--- config.mk ---
export PLATFORM = sky130hd
export DESIGN_NAME = vcx_cross_connect
export DESIGN_NICKNAME = d
export VERILOG_FILES = /design/src/common/vcx_pkg.sv /design/src/logic/vcx_cross_connect.sv
export VERILOG_INCLUDE_DIRS = /design/src /design/src/common
export SDC_FILE = /design/constraint.sdc
export NUM_CORES = 1
export LEC_CHECK = 0
export BUFFER_PORTS_ARGS = -buffer_cell sky130_fd_sc_hd__buf_2
export CAP_MARGIN = 20
export CORE_MARGIN = 2
export CORE_UTILIZATION = 45
export DETAILED_ROUTE_END_ITERATION = 10
export GPL_TIMING_DRIVEN = 1
export PLACE_DENSITY = 0.68
export SLEW_MARGIN = 20
export SYNTH_ARGS = -nofsm -noshare
export SYNTH_HDL_FRONTEND = slang
export SYNTH_SLANG_ARGS = --single-unit
--- constraint.sdc ---
create_clock -name clk_i -period 6.7 [get_ports clk_i]
set_input_delay 1.34 -clock clk_i [delete_from_list [all_inputs] [get_ports clk_i]]
set_output_delay 1.34 -clock clk_i [all_outputs]
set_load 0.02 [all_outputs]
--- src/common/vcx_consts.svh ---
// Offsets, field positions, reset values and timing counts of the matrix.
`ifndef VCX_CONSTS_SVH
`define VCX_CONSTS_SVH
`define VCX_NCP          4
`define VCX_OFS_ROUTE0   8'h00
`define VCX_OFS_PG_CFG   8'h10
`define VCX_OFS_TIMES    8'h14
`define VCX_OFS_CMD      8'h18
`define VCX_OFS_STATUS   8'h1C
`define VCX_OFS_LAST     8'h1C
`define VCX_ROUTE_W      4
`define VCX_PG_W         17
`define VCX_HO_LSB       0
`define VCX_HO_W         7
`define VCX_WTR_LSB      8
`define VCX_WTR_W        4
`define VCX_CMD_W        3
`define VCX_RST_HO       7'h00
`define VCX_RST_WTR      4'h5
`define VCX_CLK_NS       100
`define VCX_MS_NS        1000000
`define VCX_MS_CYCLES    (`VCX_MS_NS / `VCX_CLK_NS)
`define VCX_HO_STEP_MS   100
`define VCX_WTR_MIN_MS   60000
`define VCX_SWITCH_MS    50
`endif

--- src/common/vcx_pkg.sv ---
// Types shared by the path cross-connect matrix.
package vcx_pkg;
   typedef struct packed {
      logic [7:0] data;
      logic       clk;
      logic       fs;
      logic       ssf;
      logic       tsf;
      logic       tsd;
   } vcx_cp_in_t;
   typedef struct packed {
      logic [7:0] data;
      logic       clk;
      logic       fs;
      logic       ssf;
   } vcx_cp_out_t;
   typedef enum logic [1:0] {
      VCX_INHERENT, VCX_NONINTRUSIVE, VCX_SUBLAYER
   } vcx_variant_t;
   typedef struct packed {
      logic       bidir;
      logic [1:0] src;
      logic       en;
   } vcx_route_t;
   typedef struct packed {
      logic [1:0]   p_out;
      logic [1:0]   w_out;
      logic [1:0]   n_in;
      logic [1:0]   n_out;
      logic [1:0]   p_in;
      logic [1:0]   w_in;
      logic         bidir;
      logic         revert;
      vcx_variant_t variant;
      logic         en;
   } vcx_pg_cfg_t;
   typedef enum logic [2:0] {
      VCX_CLEAR_CMD, VCX_LOCKOUT_CMD, VCX_FORCE_PROT, VCX_FORCE_WORK,
      VCX_MANUAL_PROT, VCX_MANUAL_WORK
   } vcx_cmd_t;
   typedef enum logic [1:0] {VCX_DIR_NONE, VCX_DIR_WORK, VCX_DIR_PROT} vcx_dir_t;
   typedef enum logic [1:0] {VCX_ST_WORK, VCX_ST_PROT, VCX_ST_WTR} vcx_state_t;
endpackage

--- src/logic/vcx_cross_connect.sv ---
// Path cross-connect matrix with unequipped fill and a 1+1 SNC selector.
`timescale 1ns/1ps
`default_nettype none
`include "vcx_consts.svh"
module vcx_cross_connect #(
   parameter int MS_CYCLES = `VCX_MS_CYCLES
) (
   // Clock and reset
   input  wire logic                 clk_i,
   input  wire logic                 rst_b_i,
   // APB slave
   input  wire logic                 psel_i,
   input  wire logic                 penable_i,
   input  wire logic                 pwrite_i,
   input  wire logic [7:0]           paddr_i,
   input  wire logic [31:0]          pwdata_i,
   output logic [31:0]               prdata_o,
   output logic                      pready_o,
   output logic                      pslverr_o,
   // Connection points
   input  wire vcx_pkg::vcx_cp_in_t  cp_i [`VCX_NCP],
   input  wire logic                 timing_ref_clock_i,
   input  wire logic                 timing_ref_fs_i,
   output var vcx_pkg::vcx_cp_out_t  cp_o [`VCX_NCP]
);
   localparam int NCP = `VCX_NCP;

   function automatic logic reg_hit(input logic [7:0] a);
      reg_hit = (a <= `VCX_OFS_LAST) && (a[1:0] == 2'h0);
   endfunction

   vcx_pkg::vcx_cp_in_t  sy1_r [NCP];
   vcx_pkg::vcx_cp_in_t  sy2_r [NCP];
   vcx_pkg::vcx_route_t  route_r [NCP];
   vcx_pkg::vcx_pg_cfg_t pg_r;
   vcx_pkg::vcx_cmd_t    cmd_r;
   vcx_pkg::vcx_dir_t    dir;
   vcx_pkg::vcx_state_t  state_r;
   vcx_pkg::vcx_state_t  state_nxt;
   vcx_pkg::vcx_cp_out_t uneq;
   logic [1:0]           ref1_r;
   logic [1:0]           ref2_r;
   logic [6:0]           ho_steps_r;
   logic [3:0]           wtr_min_r;
   logic [31:0]          prdata_r;
   logic [31:0]          rd_val;
   logic [23:0]          div_r;
   logic [19:0]          wtr_cnt_r;
   logic [19:0]          wtr_ms;
   logic [13:0]          ho_ms;
   logic [3:0]           raw;
   logic [3:0]           filt;
   logic                 ms_tick;
   logic                 hit;
   logic                 wr_en;
   logic                 rev;
   logic                 inh;
   logic                 sel_prot;
   logic                 wtr_done;

   // Every connection-point and timing-reference input passes two flops before any logic reads it; APB inputs are used directly.
   genvar g;
   generate
      for (g = 0; g < NCP; g++) begin : g_sync
         always_ff @(posedge clk_i or negedge rst_b_i) begin
            if (!rst_b_i) begin
               sy1_r[g] <= '0;
               sy2_r[g] <= '0;
            end else begin
               sy1_r[g] <= cp_i[g];
               sy2_r[g] <= sy1_r[g];
            end
         end
      end
   endgenerate

   always_ff @(posedge clk_i or negedge rst_b_i) begin
      if (!rst_b_i) begin
         ref1_r <= 2'h0;
         ref2_r <= 2'h0;
      end else begin
         ref1_r <= {timing_ref_fs_i, timing_ref_clock_i};
         ref2_r <= ref1_r;
      end
   end

   // All-zero bytes give zero BIP-2, so a plain zero stream is a valid
   // unequipped VC-12; its clock and frame follow the timing reference.
   assign uneq = '{data: 8'h00, clk: ref2_r[0], fs: ref2_r[1], ssf: 1'b0};

   // APB slave: zero wait states, unmapped offsets answer with an error.
   assign hit       = reg_hit(paddr_i);
   assign wr_en     = psel_i & penable_i & pwrite_i & hit;
   assign pready_o  = 1'b1;
   assign pslverr_o = psel_i & penable_i & ~hit;
   assign prdata_o  = prdata_r;

   always_comb begin
      rd_val = 32'h0;
      case (paddr_i)
         `VCX_OFS_PG_CFG: rd_val = 32'(pg_r);
         `VCX_OFS_TIMES:  rd_val = {20'h0, wtr_min_r, 1'b0, ho_steps_r};
         `VCX_OFS_CMD:    rd_val = {29'h0, cmd_r};
         `VCX_OFS_STATUS: rd_val = {25'h0, filt, state_r, sel_prot};
         default: begin
            if (hit) begin
               rd_val = 32'(route_r[paddr_i[3:2]]);
            end
         end
      endcase
   end

   always_ff @(posedge clk_i or negedge rst_b_i) begin
      if (!rst_b_i) begin
         prdata_r <= 32'h0;
      end else if (psel_i & ~penable_i) begin
         prdata_r <= rd_val;
      end
   end

   generate
      for (g = 0; g < NCP; g++) begin : g_route
         always_ff @(posedge clk_i or negedge rst_b_i) begin
            if (!rst_b_i) begin
               route_r[g] <= '0;
            end else if (wr_en && paddr_i == 8'(`VCX_OFS_ROUTE0 + 4 * g)) begin
               route_r[g] <= pwdata_i[`VCX_ROUTE_W-1:0];
            end
         end
      end
   endgenerate

   always_ff @(posedge clk_i or negedge rst_b_i) begin
      if (!rst_b_i) begin
         pg_r       <= '0;
         ho_steps_r <= `VCX_RST_HO;
         wtr_min_r  <= `VCX_RST_WTR;
         cmd_r      <= vcx_pkg::VCX_CLEAR_CMD;
      end else if (wr_en) begin
         if (paddr_i == `VCX_OFS_PG_CFG) begin
            pg_r <= pwdata_i[`VCX_PG_W-1:0];
         end
         if (paddr_i == `VCX_OFS_TIMES) begin
            ho_steps_r <= pwdata_i[`VCX_HO_LSB +: `VCX_HO_W];
            wtr_min_r  <= pwdata_i[`VCX_WTR_LSB +: `VCX_WTR_W];
         end
         if (paddr_i == `VCX_OFS_CMD) begin
            cmd_r <= vcx_pkg::vcx_cmd_t'(pwdata_i[`VCX_CMD_W-1:0]);
         end
      end
   end

   // Millisecond tick for the hold-off and restore timers.
   assign ms_tick = (div_r == 24'(MS_CYCLES - 1));
   always_ff @(posedge clk_i or negedge rst_b_i) begin
      if (!rst_b_i) begin
         div_r <= 24'h0;
      end else begin
         div_r <= ms_tick ? 24'h0 : div_r + 24'h1;
      end
   end

   // Fail and degrade sources depend on the monitoring variant.
   assign rev    = pg_r.revert;
   assign inh    = (pg_r.variant == vcx_pkg::VCX_INHERENT);
   assign raw[0] = inh ? sy2_r[pg_r.w_in].ssf : sy2_r[pg_r.w_in].tsf;
   assign raw[1] = inh ? sy2_r[pg_r.p_in].ssf : sy2_r[pg_r.p_in].tsf;
   assign raw[2] = ~inh & sy2_r[pg_r.w_in].tsd;
   assign raw[3] = ~inh & sy2_r[pg_r.p_in].tsd;
   assign ho_ms  = 14'(ho_steps_r * `VCX_HO_STEP_MS);
   assign wtr_ms = 20'(wtr_min_r * `VCX_WTR_MIN_MS);

   // Hold-off: a condition must persist before it counts; it clears at once.
   generate
      for (g = 0; g < 4; g++) begin : g_hold
         logic [13:0] cnt_r;
         logic        on_r;
         assign filt[g] = on_r;
         always_ff @(posedge clk_i or negedge rst_b_i) begin
            if (!rst_b_i) begin
               cnt_r <= 14'h0;
               on_r  <= 1'b0;
            end else if (!raw[g] || !pg_r.en) begin
               cnt_r <= 14'h0;
               on_r  <= 1'b0;
            end else if (cnt_r >= ho_ms) begin
               on_r  <= 1'b1;
            end else if (ms_tick) begin
               cnt_r <= cnt_r + 14'h1;
            end
         end
      end
   endgenerate

   // Request ranking; forced and manual switches to work are void in revertive mode, lockout is not.
   always_comb begin
      dir = vcx_pkg::VCX_DIR_NONE;
      if (cmd_r == vcx_pkg::VCX_LOCKOUT_CMD) begin
         dir = vcx_pkg::VCX_DIR_WORK;
      end else if (cmd_r == vcx_pkg::VCX_FORCE_PROT) begin
         dir = vcx_pkg::VCX_DIR_PROT;
      end else if (cmd_r == vcx_pkg::VCX_FORCE_WORK && !rev) begin
         dir = vcx_pkg::VCX_DIR_WORK;
      end else if (filt[1]) begin
         dir = vcx_pkg::VCX_DIR_WORK;
      end else if (filt[0]) begin
         dir = vcx_pkg::VCX_DIR_PROT;
      end else if (filt[3]) begin
         dir = vcx_pkg::VCX_DIR_WORK;
      end else if (filt[2]) begin
         dir = vcx_pkg::VCX_DIR_PROT;
      end else if (cmd_r == vcx_pkg::VCX_MANUAL_PROT) begin
         dir = vcx_pkg::VCX_DIR_PROT;
      end else if (cmd_r == vcx_pkg::VCX_MANUAL_WORK && !rev) begin
         dir = vcx_pkg::VCX_DIR_WORK;
      end
   end

   assign wtr_done = (wtr_cnt_r >= wtr_ms);
   always_comb begin
      state_nxt = state_r;
      case (state_r)
         vcx_pkg::VCX_ST_WORK: begin
            if (dir == vcx_pkg::VCX_DIR_PROT) begin
               state_nxt = vcx_pkg::VCX_ST_PROT;
            end
         end
         vcx_pkg::VCX_ST_PROT: begin
            if (dir == vcx_pkg::VCX_DIR_WORK) begin
               state_nxt = vcx_pkg::VCX_ST_WORK;
            end else if (dir == vcx_pkg::VCX_DIR_NONE && rev) begin
               state_nxt = vcx_pkg::VCX_ST_WTR;
            end
         end
         vcx_pkg::VCX_ST_WTR: begin
            if (dir == vcx_pkg::VCX_DIR_PROT) begin
               state_nxt = vcx_pkg::VCX_ST_PROT;
            end else if (dir == vcx_pkg::VCX_DIR_WORK || wtr_done) begin
               state_nxt = vcx_pkg::VCX_ST_WORK;
            end else if (!rev) begin
               state_nxt = vcx_pkg::VCX_ST_PROT;
            end
         end
         default: state_nxt = vcx_pkg::VCX_ST_WORK;
      endcase
      if (!pg_r.en) begin
         state_nxt = vcx_pkg::VCX_ST_WORK;
      end
   end

   always_ff @(posedge clk_i or negedge rst_b_i) begin
      if (!rst_b_i) begin
         state_r   <= vcx_pkg::VCX_ST_WORK;
         wtr_cnt_r <= 20'h0;
      end else begin
         state_r <= state_nxt;
         if (state_r != vcx_pkg::VCX_ST_WTR) begin
            wtr_cnt_r <= 20'h0;
         end else if (ms_tick && !wtr_done) begin
            wtr_cnt_r <= wtr_cnt_r + 20'h1;
         end
      end
   end

   // The restore period keeps traffic on protection until it ends.
   assign sel_prot = (state_r != vcx_pkg::VCX_ST_WORK);

   // Changing attributes of a route whose source stays the same alters
   // no mux select, so the passing stream is not disturbed.
   generate
      for (g = 0; g < NCP; g++) begin : g_out
         logic                 sink;
         logic                 bridge;
         logic                 used;
         logic [1:0]           src;
         vcx_pkg::vcx_cp_out_t out_r;
         assign sink   = pg_r.en & (pg_r.n_out == 2'(g));
         assign bridge = pg_r.en & pg_r.bidir &
                         (pg_r.w_out == 2'(g) | pg_r.p_out == 2'(g));
         assign src    = sink ? (sel_prot ? pg_r.p_in : pg_r.w_in)
                       : bridge ? pg_r.n_in : route_r[g].src;
         assign used   = sink | bridge | route_r[g].en;
         assign cp_o[g] = out_r;
         always_ff @(posedge clk_i or negedge rst_b_i) begin
            if (!rst_b_i) begin
               out_r <= '0;
            end else if (used) begin
               out_r <= sy2_r[src][12:2];
            end else begin
               out_r <= uneq;
            end
         end
      end
   endgenerate
endmodule
`default_nettype wire

# Yosys cells after proc, flatten, opt, wreduce, memory -nomap -nowiden
# Cells that the tools add are included.
# classes
n_addsub	6
multipliers	2
n_lt_le_gt_ge	13
eq_ne	34
n_mux	78
bitwise_logic	38
n_reduce_logical	47
# op_table
operator	n
$mux W14	12
$bmux W13 S2	6
$mux W13	8
$pmux W17 S4	1
$add A14 B1 Y14 const B	4
$ge A14 B14 Y1	4
$mux W2	24
$mux W11	4
$mux W20	2
$eq A8 B5 Y1 const B	4
$add A24 B1 Y24 const B	1
$eq A24 B14 Y1 const B	1
$mux W24	1
$ge A3 B3 Y1 const B	7
$not A2 Y3	7
$add A20 B1 Y20 const B	1
$ge A20 B20 Y1	1
$reduce_bool A2 Y1	10
$and A1 B1 Y1	16
$eq A2 B2 Y1 const B	8
$eq A8 B4 Y1 const B	2
$mul A4 B11 Y15 const B	1
$logic_not A2 Y1	7
$reduce_and A2 Y1	7
23 further kinds	79
# word_totals
ff_bits	337
inputBits	99
output_inout_bits	78
word_cells	321

# Longest topological paths before layout
# depth
word_depth	17
ltp_mapped	21
mapped_depth_nobuf	19

# Least setup slack after synthesis
# No wires, ideal clock.
# synth_timing
path_kind	reg-to-reg
from	reg ho_steps_r[3]
to	reg g_hold[3].cnt_r[3]
setup_ns	0.077
t_arrival_ns	4.399
required_ns	6.623
setup_slack_ns	2.224
stages_incl_launch_ff	19
path_buffers	1
period_less_slack_ns	4.476
path_cell_list	dfrtp_1 > ha_1 > ha_1 > inv_1 > fa_1 > inv_1 > ha_1 > a21oi_1 > o21ai_0 > o41ai_1 > xnor2_1 > ha_1 > a21oi_1 > o21ai_0 > a31oi_1 > o21ai_1 > clkbuf_1 > or3_1 > a21oi_1
# synth_between
elab_chain_cells	4
# synth_rtl
item	line	text
from (decl)	vcx_cross_connect.sv:43	logic [6:0] ho_steps_r;
from (signal assigned)	vcx_cross_connect.sv:136	ho_steps_r <= `VCX_RST_HO;
from (signal assigned)	vcx_cross_connect.sv:144	ho_steps_r <= pwdata_i[`VCX_HO_LSB +: `VCX_HO_W];
$mul A7 B5 Y12 (no source line)	-	
$ge A14 B14 Y1	vcx_cross_connect.sv:186	end else if (cnt_r >= ho_ms) begin
$ne A2 B2 Y1 (no source line)	-	
$reduce_and A2 Y1 (no source line)	-	
to (signal assigned)	vcx_cross_connect.sv:189	cnt_r <= cnt_r + 14'h1;
to (decl)	vcx_cross_connect.sv:176	logic [13:0] cnt_r;
# No other way between the ends.
# A chain may end at the register's enable or synchronous reset.

# Worst setup path after layout
# layout_timing
from	reg ho_steps_r[3]
to	reg g_hold[0].cnt_r[9]
# layout_between
elab_chain_cells	4
# layout_rtl
item	line
$mul A7 B5 Y12 (no source line)	-
$ge A14 B14 Y1	vcx_cross_connect.sv:186
$ne A2 B2 Y1 (no source line)	-
$reduce_and A2 Y1 (no source line)	-
to (signal assigned)	vcx_cross_connect.sv:189
to (decl)	vcx_cross_connect.sv:176
# No other way between the ends.

==> reports/metrics.yaml <==
run_status: "finished clean"
rsz0062_at_grt: "false"
drive_above_1_share_pct: 19.6
nNetsFinal: 1866
synthesis.instances: 1494
final-max-slew-violation-count: 0
vdd_ir_drop_max_mv: 0.164
dpl_worst_slack_ps: 1370
globalRouteOverflowTotal: 0
finalWeightedCongestion: 0.838
drt_pass1_iterations: 5
die-height_um: 197
worst-path-max-fanout: 26
rows: 70
synthesis.area_per_instance_um2: 11.2
data_required_time_at_the_worst_endpoint_ps: 7150
clock_latency_ps: 570
synth-edff-count: 0
post-route-min-period_ps: 5360
synth.top_cells.by_count: "sky130_fd_sc_hd__dfrtp_1, sky130_fd_sc_hd__ha_1, sky130_fd_sc_hd__mux2i_1"
fin_worst_setup_slack_ps: 1340
cp.depth: 19
area_delta_synth_final_pct: 14.7
grt_start_max_net_pins: 158
crit_buf_inv: 2
yosys.cell_count.top_type: "sky130_fd_sc_hd__dfrtp_1"
worstSetupPathType: "reg -> reg"
yosys_warnings: 0
power.share.combinational_pct: 4.9
route.antenna.remaining_nets: 0
drv_cap: 0
sw_frac_of_total_pct: 23.1
dpl.hpwl_mm: 27.6
ys.flop_type: "sky130_fd_sc_hd__dfrtp_1"
cts_setup_buffers: 0
initial_core_util_pct: 45.8
crit_family: "adder cells"
drt_iter0_markers: 743
power.leakage_nw: 8.85
arrival_ps: 5810
crit_chain: "ha_1, ha_1, inv_1, fa_1, inv_1, ha_1, nor2b_1, o21a_1, o21ai_0, nand2b_1, a21oi_1, xor2_1, ha_1, nand2_1, nor2_1, a211oi_1, o211ai_2, or4_1, a21oi_1"
htree_levels: 2
share_of_total_power_in_sequential_cells_pct: 47.3
total_via_count_after_detailed_routing: 12100
setup_viols_final: 0
yosysTopAreaCell: "sky130_fd_sc_hd__dfrtp_1"
ys_ff_latch: 322
timing.max_slew.rel_slack_pct: 29.9
post_drt_wl_per_cell_um: 18.5
cts_inserted_buffers: 37
crit_end: "g_hold[0].cnt_r[9]"
clock_pin_slew_on_the_worst_setup_and_hold_paths_ps: 60
first_global_vias: 12100
post_cts_resized: 0
rr_startpoint: "ho_steps_r[3]"
grt_usage_pct: 20.6
drc: 0
drt_wl_total_mm: 39.5
yosysSeqAreaShare_pct: 48.1
crit-reg2reg-capture: "g_hold[0].cnt_r[9]"
post_synth_main_area_contributors: "sky130_fd_sc_hd__dfrtp_1, sky130_fd_sc_hd__ha_1, sky130_fd_sc_hd__mux2i_1"
critical_path_endpoint_category: "flop"
syn_area_mm2: 0.0167
fmax_mhz: 187
worst_path_largest_cell_delay_ps: 650
worst_hold_path_class: "reg -> reg"
final-hold-violation-count: 0
design.die.area_mm2: 0.0388
max-clock-path-buffers: 3
num-fill-cells: 3166
setup-tns-final_ps: 0
tritoncts: "done"
cts_num_sinks: 322
ff2ff_path_depth: 19
total_switching_power_mw: 0.983
cts-root-buf: "sky130_fd_sc_hd__clkbuf_16"
worst_pin_slew_ps: 1030
critical_path.slowest_cell: "sky130_fd_sc_hd__or4_1"
num_io_pins: 177
finClkSkew_ps: 27.7
start_kind: "flop"
netlist.area_leader.share_pct: 47.8
async_flop_share_pct: 100
clock_power_share_pct: 47.8
period_share_pct: 80.0
power.density_mw_per_mm2: 222
core_area_mm2: 0.0366
port_buffers: 145
post_synth_num_cell_types: 79
cp-startpoint: "ho_steps_r[3]"
path_common_cell: "sky130_fd_sc_hd__ha_1"
ff2ff_setup_slack_ps: 1340
chipWidth_um: 197
grt_antenna_before_repair: 3
grt_pass1_wl_mm: 63.7
cts-hold-fix-buffers: 0
internal_power_summed_over_all_cells_mw: 3.28
vias_per_cell: 5.67
## sequential cells by signal (all words and copies together), names as in the netlist, 7 cells and up
name and cells:
sy2_r 52, pg_r 16, ho_steps_r 7, sy1_r 52, div_r 24, route_r 16, wtr_cnt_r 20, cp_o 44
prdata_o 17, g_hold.cnt_r 56
## per-stage QoR
stage | cell area (um^2) | utilization [%] | instances | power [mW] | hold slack [ps]
after floorplan | 16800 | - | 1508 | 2.16 | 331
after global placement | 17900 | 48.9 | 2065 | 2.25 | 332
after detailed placement | 17900 | 48.9 | 2065 | 2.26 | 335
after CTS | 19100 | 52.3 | 2129 | 4.31 | 325
after global routing | 19200 | 52.5 | 2133 | 4.42 | 330
final | 19200 | 52.5 | 2133 | 4.26 | 325
## power groups by stage
stage	Combinational [mW]	Clock [mW]	Sequential, mW
floorplan	0.112	0	2.04
global placement	0.203	0	2.05
detailed placement	0.207	0	2.05
CTS	0.209	2.08	2.02
global route	0.232	2.17	2.02
finish	0.207	2.04	2.02
## placed cells by master (no fill, tap or decap), types with 43 or more instances in the layout
| cell type | instances |
|---|---|
| sky130_fd_sc_hd__dfrtp_1 | 320 |
| sky130_fd_sc_hd__o21ai_0 | 77 |
| sky130_fd_sc_hd__nand2_1 | 86 |
| sky130_fd_sc_hd__nor2_1 | 65 |
| sky130_fd_sc_hd__mux2_2 | 65 |
| sky130_fd_sc_hd__inv_1 | 60 |
| sky130_fd_sc_hd__mux2i_1 | 90 |
| sky130_fd_sc_hd__nand3_1 | 43 |
| sky130_fd_sc_hd__buf_2 | 144 |
| sky130_fd_sc_hd__ha_1 | 122 |
| sky130_fd_sc_hd__a21oi_1 | 84 |
## cell families (layout without fill, tap and decap cells)
logic type	after synthesis	count (layout)	synth area share [%]
buffers and inverters	127	283	3.68
xor gates and xnor gates	50	50	2.61
DFF	322	322	48.1
other	2	17	0.0448
AOI/OAI and AO/OA	312	312	12.0
adders and majority gates	128	128	9.83
and+or+nand+nor	380	380	12.0
muxes	173	173	11.7
## cell type report
type	count	area [um^2]	share of cell area, %
antenna	1	2.50	0.0130
multi-input combinational	1059	8190	42.6
inverter	60	225	1.17
clock inverter	14	206	1.07
clock buffer	50	1030	5.38
timing repair buffer	159	913	4.75
sequential	322	8060	41.9
tap	468	586	3.05
## how the worst min path moves through the flow
stage               startpoint        end  slack, ps  cells after the start
floorplan            ref1_r[0]  ref2_r[0]        330                      0
global placement     sy1_r[37]  sy2_r[37]        330                      0
detailed placement    sy1_r[1]   sy2_r[1]        330                      0
CTS                  sy1_r[36]  sy2_r[36]        320                      0
global route         sy1_r[36]  sy2_r[36]        330                      0
finish               sy1_r[36]  sy2_r[36]        320                      0
## metal layers
layer / wire, um / GRT usage (%) / share of wire, % / up-vias
met2: 19000 / 34.7 / 48 / 295
li1: - / - / - / 5748
met5: 0 / 0 / 0 / -
met1: 17300 / 26.8 / 44 / 5974
met4: 1210 / 7.94 / 3.1 / 0
met3: 2000 / 3.23 / 5.1 / 79
Power figures use the tool's default switching activity.
